**config.mk**
```make
export PLATFORM = sky130hd
export DESIGN_NAME = farc_top
export DESIGN_NICKNAME = d
export VERILOG_FILES = /design/src/rtl/farc_pkg.sv /design/src/rtl/farc_top.sv
export SDC_FILE = /design/constraint.sdc
export NUM_CORES = 1
export LEC_CHECK = 0
export BUFFER_PORTS_ARGS = -buffer_cell sky130_fd_sc_hd__buf_2
export CAP_MARGIN = 40
export CORE_ASPECT_RATIO = 0.75
export CORE_MARGIN = 2
export CORE_UTILIZATION = 49
export CTS_BUF_LIST = sky130_fd_sc_hd__clkbuf_4
export DETAILED_ROUTE_END_ITERATION = 8
export GPL_TIMING_DRIVEN = 0
export HOLD_SLACK_MARGIN = 0.15
export PLACE_DENSITY_LB_ADDON = 0.2
export SKIP_CTS_REPAIR_TIMING = 1
export SLEW_MARGIN = 0
export SYNTH_ARGS = -nofsm -noshare
export SYNTH_HDL_FRONTEND = slang
export SYNTH_SLANG_ARGS = --single-unit
```
**constraint.sdc**
```tcl
create_clock -name i_clk -period 7.35 [get_ports i_clk]
set_clock_uncertainty 0.1 [all_clocks]
set_input_delay 0.3675 -clock i_clk [delete_from_list [all_inputs] [get_ports i_clk]]
set_output_delay 0.3675 -clock i_clk [all_outputs]
set_load 0.005 [all_outputs]
```
**src/rtl/farc_pkg.sv**
```systemverilog
package farc_pkg;
   // Widths of the measured voltage and of one three-digit decimal counter.
   localparam int VOLT_W  = 16;
   localparam int COUNT_W = 12;
   localparam int TIMER_W = 24;
   localparam int DEB_W   = 24;
   // The high-voltage lamp and relay come on above this level, in volts.
   localparam logic [VOLT_W-1:0] HV_LAMP_VOLTS = 16'h01f4;
   // Percent scale for the set-point window.
   localparam int PCT_SCALE = 100;
   // Clock rate and the settle time of the external contacts.
   localparam int CLK_HZ      = 20_000_000;
   localparam int DEBOUNCE_MS = 10;
   localparam int DEBOUNCE_CYCLES = (CLK_HZ / 1000) * DEBOUNCE_MS;
   // Counter clear value and the top digit of one decade.
   localparam logic [COUNT_W-1:0] COUNT_ZERO = 12'h000;
   localparam logic [3:0]         DIGIT_MAX  = 4'h9;
   // Lock levels that gate front-panel functions.
   localparam logic [1:0] LOCK_VOLT = 2'h1;
   localparam logic [1:0] LOCK_CR   = 2'h2;
   localparam logic [1:0] LOCK_R    = 2'h3;

   typedef enum logic [1:0] {
      FT_PINHOLE = 2'b00,
      FT_METAL   = 2'b01,
      FT_MULTI   = 2'b10,
      FT_GROSS   = 2'b11
   } farc_ftype_t;

   typedef enum logic [1:0] {
      RF_HV_ON    = 2'b00,
      RF_FAULT    = 2'b01,
      RF_BARE     = 2'b10,
      RF_WATCHDOG = 2'b11
   } farc_rfunc_t;

   typedef enum logic [1:0] {
      FR_IDLE    = 2'b00,
      FR_ACTIVE  = 2'b01,
      FR_HOLD    = 2'b10,
      FR_LATCHED = 2'b11
   } farc_rstate_t;

   typedef enum logic {
      WD_LIMIT   = 1'b0,
      WD_PERCENT = 1'b1
   } farc_wdmode_t;
endpackage

```
**src/rtl/farc_top.sv**
```systemverilog
`timescale 1ns/1ns
// Function
// - Any-fault alarm asserts on every detected fault, whatever its type.
// - Each defect makes a fault pulse: lamp, counter and relays follow it.
// - Fault pulse lasts while the defect is in the electrode; counted once.
// - High voltage only while the permit input is tied to ground.
// - Latch mode holds the fault relay until panel, terminal or remote reset.
// - Without voltage removal, high voltage stays on while latched.
// - Non-latch relay is active while the defect is in the electrode.
// - Non-latch active time is extended by the process control duration.
// - With voltage removal in latch mode, high voltage is off while latched.
// - A valid reset from latched clears the fault and restores high voltage.
// - Voltage removal has no effect in non-latch mode.
// - Metal contact lasting the gross time is typed gross bare wire.
// - A short fault without metal contact is typed pinhole.
// - Close pinholes or one long fault without metal is multi-pinhole.
// - Metal contact type only when the electrode touches the conductor.
// - Four fault types: pinhole, metal contact, multi-pinhole, gross bare wire.
// - Watchdog alarms outside absolute limits or a percent band of set point, only while high voltage is on.
// - Four relays, each selectable: high voltage, fault, bare wire, watchdog.
// - Bare wire function follows metal contact or gross bare wire faults.
// - Four lock levels decide which panel functions remain available.
// - High-voltage indicator on whenever the output is above 500 volts.
// - Fault reset clears faults and relays but keeps all counts.
// - Count reset clears the total and every per-type count.
// - Total counter has three decimal digits, one step per fault.
module farc_top
   import farc_pkg::*;
#(
   parameter int DEBOUNCE = farc_pkg::DEBOUNCE_CYCLES
) (
   input  wire logic                          i_clk,
   input  wire logic                          i_rst_n,
   input  wire logic                          i_defect,
   input  wire logic                          i_metal,
   input  wire logic [farc_pkg::TIMER_W-1:0]  i_gross_cycles,
   input  wire logic [farc_pkg::TIMER_W-1:0]  i_long_cycles,
   input  wire logic [farc_pkg::TIMER_W-1:0]  i_spacing_cycles,
   input  wire logic [farc_pkg::TIMER_W-1:0]  i_pcd_cycles,
   input  wire logic                          i_latch_mode,
   input  wire logic                          i_remove_hv,
   input  wire logic                          i_hv_request,
   input  wire logic                          i_hv_permit_input_n,
   input  wire logic                          i_ext_reset_n,
   input  wire logic                          i_panel_reset,
   input  wire logic                          i_remote_reset,
   input  wire logic                          i_count_reset,
   input  wire logic                          i_locked,
   input  wire logic [1:0]                    i_lock_level,
   input  wire logic [farc_pkg::VOLT_W-1:0]   i_volt_meas,
   input  wire logic [farc_pkg::VOLT_W-1:0]   i_volt_setpoint,
   input  wire farc_pkg::farc_wdmode_t        i_wd_mode,
   input  wire logic [farc_pkg::VOLT_W-1:0]   i_watchdog_limit_window_hi,
   input  wire logic [farc_pkg::VOLT_W-1:0]   i_watchdog_limit_window_lo,
   input  wire logic [6:0]                    i_setpoint_percent_window,
   input  wire farc_pkg::farc_rfunc_t [3:0]   i_relay_func,
   output logic                               o_fault_pulse,
   output logic                               o_any_fault,
   output logic                               o_fault_lamp,
   output farc_pkg::farc_ftype_t              o_fault_type,
   output logic                               o_type_valid,
   output logic [farc_pkg::COUNT_W-1:0]       o_total_count,
   output logic [3:0][farc_pkg::COUNT_W-1:0]  o_type_count,
   output logic                               o_hv_on,
   output logic                               o_hv_lamp,
   output logic                               o_wd_alarm,
   output logic [3:0]                         o_relay,
   output logic                               o_cfg_allowed,
   output logic                               o_volt_adj_allowed
);
   import farc_pkg::*;

   // Steps a three-digit decimal count, wrapping from 999 to 000.
   function automatic logic [COUNT_W-1:0] bcd_inc(input logic [COUNT_W-1:0] v);
      logic [COUNT_W-1:0] r;
      logic               carry;
      r     = v;
      carry = 1'b1;
      for (int d = 0; d < 3; d++) begin
         if (carry) begin
            if (v[d*4 +: 4] == DIGIT_MAX) begin
               r[d*4 +: 4] = 4'h0;
            end else begin
               r[d*4 +: 4] = v[d*4 +: 4] + 4'h1;
               carry       = 1'b0;
            end
         end
      end
      return r;
   endfunction

   // Two flops, then a stability counter, for both contact inputs.
   // Index 0 is permit, index 1 is external reset; both are true when closed.
   logic [1:0] pins;
   logic [1:0] sync1;
   logic [1:0] sync2;
   logic [1:0] deb;
   assign pins = {~i_ext_reset_n, ~i_hv_permit_input_n};

   for (genvar g = 0; g < 2; g++) begin : g_deb
      logic [DEB_W-1:0] cnt;
      logic [DEB_W-1:0] next_cnt;
      logic             next_deb;
      // A level must hold the full debounce time before it is taken.
      always_comb begin
         next_cnt = '0;
         next_deb = deb[g];
         if (sync2[g] != deb[g]) begin
            if (cnt >= DEB_W'(DEBOUNCE - 1)) begin
               next_deb = sync2[g];
            end else begin
               next_cnt = cnt + 1'b1;
            end
         end
      end
      always_ff @(posedge i_clk) begin
         if (!i_rst_n) begin
            sync1[g] <= 1'b0;
            sync2[g] <= 1'b0;
            deb[g]   <= 1'b0;
            cnt      <= '0;
         end else begin
            sync1[g] <= pins[g];
            sync2[g] <= sync1[g];
            deb[g]   <= next_deb;
            cnt      <= next_cnt;
         end
      end
   end

   logic permit_ok;
   logic ext_reset_d;
   logic reset_req;
   logic count_clear;
   assign permit_ok = deb[0];
   // Only the closing edge of the reset contact counts, so a held switch acts once.
   assign reset_req = (deb[1] & ~ext_reset_d) | i_remote_reset
                    | (i_panel_reset & ~(i_locked & (i_lock_level == LOCK_R)));
   assign count_clear = i_count_reset & ~(i_locked & (i_lock_level >= LOCK_CR));

   // Fault detection and typing; the type is known when the defect leaves.
   logic               defect_d;
   logic               fault_event;
   logic               fault_end;
   logic [TIMER_W-1:0] dur;
   logic [TIMER_W-1:0] gap;
   logic               metal_seen;
   logic               near_prev;
   logic               strobe;
   farc_ftype_t        ftype;
   logic [TIMER_W-1:0] next_dur;
   logic [TIMER_W-1:0] next_gap;
   logic               next_metal_seen;
   logic               next_near_prev;
   logic               next_strobe;
   farc_ftype_t        next_ftype;
   assign fault_event = i_defect & ~defect_d;
   assign fault_end   = ~i_defect & defect_d;

   always_comb begin
      next_dur        = dur;
      next_gap        = gap;
      next_metal_seen = metal_seen;
      next_near_prev  = near_prev;
      next_strobe     = 1'b0;
      next_ftype      = ftype;
      if (fault_event) begin
         next_dur        = TIMER_W'(1);
         next_metal_seen = i_metal;
         next_near_prev  = (gap < i_spacing_cycles) && (gap != '0);
      end else if (i_defect) begin
         next_dur        = (&dur) ? dur : dur + 1'b1;
         next_metal_seen = metal_seen | i_metal;
      end
      if (fault_end) begin
         next_strobe = 1'b1;
         next_gap    = TIMER_W'(1);
         if (metal_seen && dur >= i_gross_cycles) begin
            next_ftype = FT_GROSS;
         end else if (metal_seen) begin
            next_ftype = FT_METAL;
         end else if (near_prev || dur >= i_long_cycles) begin
            next_ftype = FT_MULTI;
         end else begin
            next_ftype = FT_PINHOLE;
         end
      end else if (!i_defect && gap != '0 && !(&gap)) begin
         next_gap = gap + 1'b1;
      end
   end

   always_ff @(posedge i_clk) begin
      if (!i_rst_n) begin
         defect_d   <= 1'b0;
         dur        <= '0;
         gap        <= '0;
         metal_seen <= 1'b0;
         near_prev  <= 1'b0;
         strobe     <= 1'b0;
         ftype      <= FT_PINHOLE;
      end else begin
         defect_d   <= i_defect;
         dur        <= next_dur;
         gap        <= next_gap;
         metal_seen <= next_metal_seen;
         near_prev  <= next_near_prev;
         strobe     <= next_strobe;
         ftype      <= next_ftype;
      end
   end

   // Counters: total steps at the start of a fault, per type when it is typed.
   logic [COUNT_W-1:0]       total;
   logic [3:0][COUNT_W-1:0]  tcnt;
   logic [COUNT_W-1:0]       next_total;
   logic [3:0][COUNT_W-1:0]  next_tcnt;
   always_comb begin
      next_total = total;
      next_tcnt  = tcnt;
      if (count_clear) begin
         next_total = COUNT_ZERO;
         next_tcnt  = '0;
      end else begin
         if (fault_event) begin
            next_total = bcd_inc(total);
         end
         if (strobe) begin
            next_tcnt[ftype] = bcd_inc(tcnt[ftype]);
         end
      end
   end

   // Fault relay state machine.
   farc_rstate_t       rstate;
   farc_rstate_t       next_rstate;
   logic [TIMER_W-1:0] pcd;
   logic [TIMER_W-1:0] next_pcd;
   logic               bare;
   logic               next_bare;
   always_comb begin
      next_rstate = rstate;
      next_pcd    = pcd;
      case (rstate)
         FR_IDLE: begin
            if (fault_event) begin
               next_rstate = i_latch_mode ? FR_LATCHED : FR_ACTIVE;
            end
         end
         FR_ACTIVE: begin
            if (!i_defect) begin
               next_pcd    = i_pcd_cycles;
               next_rstate = (i_pcd_cycles == '0) ? FR_IDLE : FR_HOLD;
            end
         end
         FR_HOLD: begin
            if (fault_event) begin
               next_rstate = i_latch_mode ? FR_LATCHED : FR_ACTIVE;
            end else if (pcd <= TIMER_W'(1)) begin
               next_rstate = FR_IDLE;
            end else begin
               next_pcd = pcd - 1'b1;
            end
         end
         FR_LATCHED: begin
            // Resets outside this state are ignored entirely.
            if (reset_req) begin
               next_rstate = FR_IDLE;
            end
         end
         default: next_rstate = FR_IDLE;
      endcase
      // Bare wire holds with the fault relay and drops when it drops.
      next_bare = bare | (i_defect & i_metal)
                | (strobe & (ftype == FT_METAL || ftype == FT_GROSS));
      if (next_rstate == FR_IDLE && !(i_defect & i_metal)) begin
         next_bare = 1'b0;
      end
   end

   always_ff @(posedge i_clk) begin
      if (!i_rst_n) begin
         total       <= COUNT_ZERO;
         tcnt        <= '0;
         rstate      <= FR_IDLE;
         pcd         <= '0;
         bare        <= 1'b0;
         ext_reset_d <= 1'b0;
      end else begin
         total       <= next_total;
         tcnt        <= next_tcnt;
         rstate      <= next_rstate;
         pcd         <= next_pcd;
         bare        <= next_bare;
         ext_reset_d <= deb[1];
      end
   end

   // Output stage: every pin leaves from a flop.
   logic               fault_act;
   logic               hv_on;
   logic               hv_lamp;
   logic               wd;
   logic [3:0]         relay;
   logic [VOLT_W-1:0]  diff;
   logic [31:0]        lhs;
   logic [31:0]        rhs;
   assign fault_act = (next_rstate != FR_IDLE);
   assign diff = (i_volt_meas > i_volt_setpoint) ? i_volt_meas - i_volt_setpoint
                                                 : i_volt_setpoint - i_volt_meas;
   assign lhs = 32'(diff) * 32'(PCT_SCALE);
   assign rhs = 32'(i_volt_setpoint) * 32'(i_setpoint_percent_window);

   always_comb begin
      // Removal only bites in latch mode, so a stale option cannot block HV.
      hv_on = permit_ok & i_hv_request
            & ~(i_latch_mode & i_remove_hv & (next_rstate == FR_LATCHED));
      hv_lamp = i_volt_meas > HV_LAMP_VOLTS;
      if (i_wd_mode == WD_LIMIT) begin
         wd = (i_volt_meas > i_watchdog_limit_window_hi)
            | (i_volt_meas < i_watchdog_limit_window_lo);
      end else begin
         wd = lhs > rhs;
      end
      wd = wd & o_hv_on;
      for (int k = 0; k < 4; k++) begin
         case (i_relay_func[k])
            RF_HV_ON:    relay[k] = hv_lamp;
            RF_FAULT:    relay[k] = fault_act;
            RF_BARE:     relay[k] = next_bare;
            RF_WATCHDOG: relay[k] = wd;
            default:     relay[k] = 1'b0;
         endcase
      end
   end

   always_ff @(posedge i_clk) begin
      if (!i_rst_n) begin
         o_fault_pulse      <= 1'b0;
         o_any_fault        <= 1'b0;
         o_fault_lamp       <= 1'b0;
         o_fault_type       <= FT_PINHOLE;
         o_type_valid       <= 1'b0;
         o_total_count      <= COUNT_ZERO;
         o_type_count       <= '0;
         o_hv_on            <= 1'b0;
         o_hv_lamp          <= 1'b0;
         o_wd_alarm         <= 1'b0;
         o_relay            <= 4'h0;
         o_cfg_allowed      <= 1'b1;
         o_volt_adj_allowed <= 1'b1;
      end else begin
         o_fault_pulse      <= i_defect;
         o_any_fault        <= fault_act;
         o_fault_lamp       <= fault_act;
         o_fault_type       <= next_ftype;
         o_type_valid       <= next_strobe;
         o_total_count      <= next_total;
         o_type_count       <= next_tcnt;
         o_hv_on            <= hv_on;
         o_hv_lamp          <= hv_lamp;
         o_wd_alarm         <= wd;
         o_relay            <= relay;
         o_cfg_allowed      <= ~i_locked;
         o_volt_adj_allowed <= ~(i_locked & (i_lock_level >= LOCK_VOLT));
      end
   end
endmodule

```
==> summary.md <==
| Metric | Value |
|---|---|
| DPL Wire Length | `45520 um` |
| Final slew viol count | `0` |
| CTS Buf Count | `between 40 and 50` |
| Setup TNS | `0 ps` |
| Final hold viol count | `0` |
| Routed WL | `58410 um` |
| Maximum buffer depth of the clock tree | `3` |
| Iter 0 DRT Violations | `1348` |
| Syn Area/Cell | `8.047 um^2` |
| DIE HEIGHT | `between 150 and 200 um` |
| Worst Hold Class | `in2reg` |
| Worst-path clk slew | `approximately 70 ps` |
| Vias/cell | `approximately 5.6` |
| WS Path Type | `in2reg` |
| Syn Inst Count | `2338` |
| Worst Setup End Kind | `register` |
| Core ar. | `between 0.03 and 0.04 mm^2` |
| Max_slew headroom | `~40%` |
| Dpl ws | `-1654 ps` |
| Fin cells | `3300` |
| Cell variety after synth | `78` |
| Area post-placement | `between 0.02 and 0.025 mm^2` |
| Total gr overflow | `0` |
| WP data required | `between 7000 and 8000 ps` |
| Vias | `about 19000` |
| Initial Util | `roughly half` |
| DRT Pass-1 Iters | `7` |
| Clock sinks | `slightly above 200` |
| Tcrit/Tclk final | `a little over nine tenths` |
| Placed Cells incl. Taps | `3126` |
| DIE AREA | `between 0.03 and 0.04 mm^2` |
| Crit-path max FO | `7` |
| Vias in the first global route | `about 18000` |
| Sequential share of the synthesized area | `between 20% and 30%` |
| Routability Congestion | `0.9355` |
| Yosys warnings | `0` |
| Port Buffers | `264` |
| Overall Global Routing Usage | `between 20% and 30%` |
| Wire length per cell | `about 18 um` |
| Number of synthesized flops with an enable pin | `0` |
| Final Setup Violations | `0` |
| DRC | `0` |
| Synth async-reset ratio | `0%` |
| Syn-to-layout area delta | `21.18%` |
| Crit path arrival time | `7730 ps` |
| Antenna Nets Post-Route | `0` |
| CTS tree | `done` |
| Antenna violations before repair | `4` |
| Final core utilization | `~60%` |
| Power Density | `308.9 mW/mm^2` |
| Nets | `approximately 3300` |
| Pleak | `about 11 nW` |
| PnR worst setup slack | `126.2 ps` |
| CP max stage delay | `about 500 ps` |
| First-pass GRT wire length | `slightly above 90000 um` |
| Design area | `around 0.023 mm^2` |
| Most common cell type on the critical path | `ha_1` |
| Fillers | `~3500` |
| Die X | `230.3 um` |
| Share of cells above drive strength 1 | `18.02%` |
| Synth Register Bits | `206` |
| Dominant synthesized flop cell | `dfxtp_1` |
| Largest net degree at the start of global routing | `13` |
| Tmin final | `7224 ps` |
| Fmax | `138.4 MHz` |
| Cell row count | `62` |
| Maxcap violations | `0` |
| Worst-Margin Slew | `slightly below 900 ps` |
| Slowest cell on the critical path | `fa_1` |
| Max IR drop VDD | `around 0.00036 V` |
| Boundary pin count | `between 200 and 300` |
| Clk_lat worst skew | `just under 700 ps` |
| Mapped Area | `0.01881 mm^2` |
| H-tree levels | `2` |
| Status | `completed` |
| Worst Setup Start Kind | `input pin` |
| CTS Root Cell | `clkbuf_4` |
cells by family after synthesis:
group	Yosys count	share of synthesized area, %
DFF	206	21.92
xor gates and xnor gates	134	6.278
and+or+nand+nor	792	20.34
AOI/OAI and AO/OA	470	16.09
adders and majority gates	335	25.55
other	1	0.01993
buffers and inverters	374	7.602
muxes	26	2.195
flip-flops by register name, summed over array words and instances, names as in the netlist, 2 cells and up:
name	cells
dur	24
sync1	2
o_fault_type	2
sync2	2
o_total_count	12
gap	24
pcd	24
o_relay	4
g_deb.cnt	48
o_type_count	48
rstate	2
final cells by class:
type / count / area (um^2) / area share (%)
clock buffers: 70 / 525.5 / 2.305
plain buffers: 74 / 346.6 / 1.520
repair buffers: 350 / 2100 / 9.209
multi-input cells: 1769 / 13860 / 60.80
flip-flops and latches: 206 / 4124 / 18.09
diodes: 2 / 5.005 / 0.02195
inverters: 298 / 1121 / 4.917
clock inverters: 19 / 75.07 / 0.3293
well taps: 512 / 640.6 / 2.810
critical path, delay by kind of cell:
family	cells	cell delay (ps)
multiplexers	1	260
adder cells (fa/ha/maj)	7	2010
AND/OR/NAND/NOR	6	1230
AO/OA/AOI/OAI	14	2750
buffers and inverters	7	620
XOR/XNOR	2	490
layer usage:
metal / share of wire [%] / track usage (%) / up-vias / wire length, um
li1: - / - / 8856 / -
met3: 7.9 / 5.609 / 106 / 4591
met2: 43 / 42.34 / 691 / 25070
met4: 2.2 / 7.366 / 2 / 1297
met5: 0.021 / 0 / - / 12
met1: 47 / 40.99 / 8887 / 27440
synth_stat cells, types with 5 or more instances:
library cell	count	area share [%]
inv_1	297	5.9
ha_1	253	17
nor2_1	240	4.8
nand2_1	210	4.2
dfxtp_1	206	22
a21oi_1	133	3.5
o21ai_0	93	2.5
fa_1	82	8.7
xor2_1	68	3.2
a211oi_1	65	2.6
xnor2_1	65	3.0
clkbuf_1	60	1.2
a21o_1	55	2.2
nand3_1	55	1.5
and2_1	45	1.5
nand4_1	39	1.3
and3_1	30	1.0
nor3_1	30	0.80
nor2b_1	27	0.90
nor4_1	25	0.83
or3_1	23	0.76
nand2b_1	22	0.73
a31oi_1	16	0.53
o21a_1	13	0.52
mux2i_1	12	0.64
mux4_2	12	1.4
nor3b_1	12	0.48
and4_1	11	0.51
a22oi_1	10	0.40
o211ai_1	10	0.40
buf_2	9	0.24
a2111oi_0	8	0.37
o22ai_1	8	0.27
o31ai_1	8	0.32
a21boi_0	5	0.20
o2111ai_1	5	0.23
or4_1	5	0.20
where the power goes:
part           total [W]  switching [W]  internal [W]
combinational    0.00491        0.00280       0.00211
sequential       0.00121      0.0000475       0.00116
clock           0.000925       0.000485      0.000440
final timing paths:
kind,slack [ps],depth (start not counted),to,startpoint
min,180,6,near_prev,i_spacing_cycles[22]
max,130,37,o_relay[3],i_volt_meas[0]
max reg2reg,3600,10,o_relay[0],pcd[9]
min reg2reg,330,1,sync2[1],sync1[1]
through the flow:
step | power (W) | hold WS [ps]
after global placement | 0.005237 | 318.1
final | 0.007043 | 178.5
after CTS | 0.006311 | -301.0
after global routing | 0.007700 | 153.2
after detailed placement | 0.005349 | 319.5
after floorplan | 0.004242 | 311.9
layout by cell type (no fill, tap or decap), drive strengths merged, types with 5 or more instances in the layout:
cell and instances:
fa 82, conb 12, inv 298, and3 30, a31oi 16, clkbuf 131, o21a 13, nand2b 23
a21oi 133, nor2 240, o31ai 9, xor2 68, and2 46, or3 23, nor2b 27, nor4 26
dfxtp 206, a21o 55, a21boi 5, mux2i 12, nor3b 13, nand4 40, nand2 210, o211ai 10
dlygate4sd3 49, o22ai 8, a211oi 65, mux4 12, a22oi 10, clkinv 19, a2111oi 9, buf 314
xnor2 66, nand3 55, o21ai 95, o2111ai 5, or4 5, nor3 34, ha 253, and4 11
No activity file was read; power rests on OpenSTA's default activity.
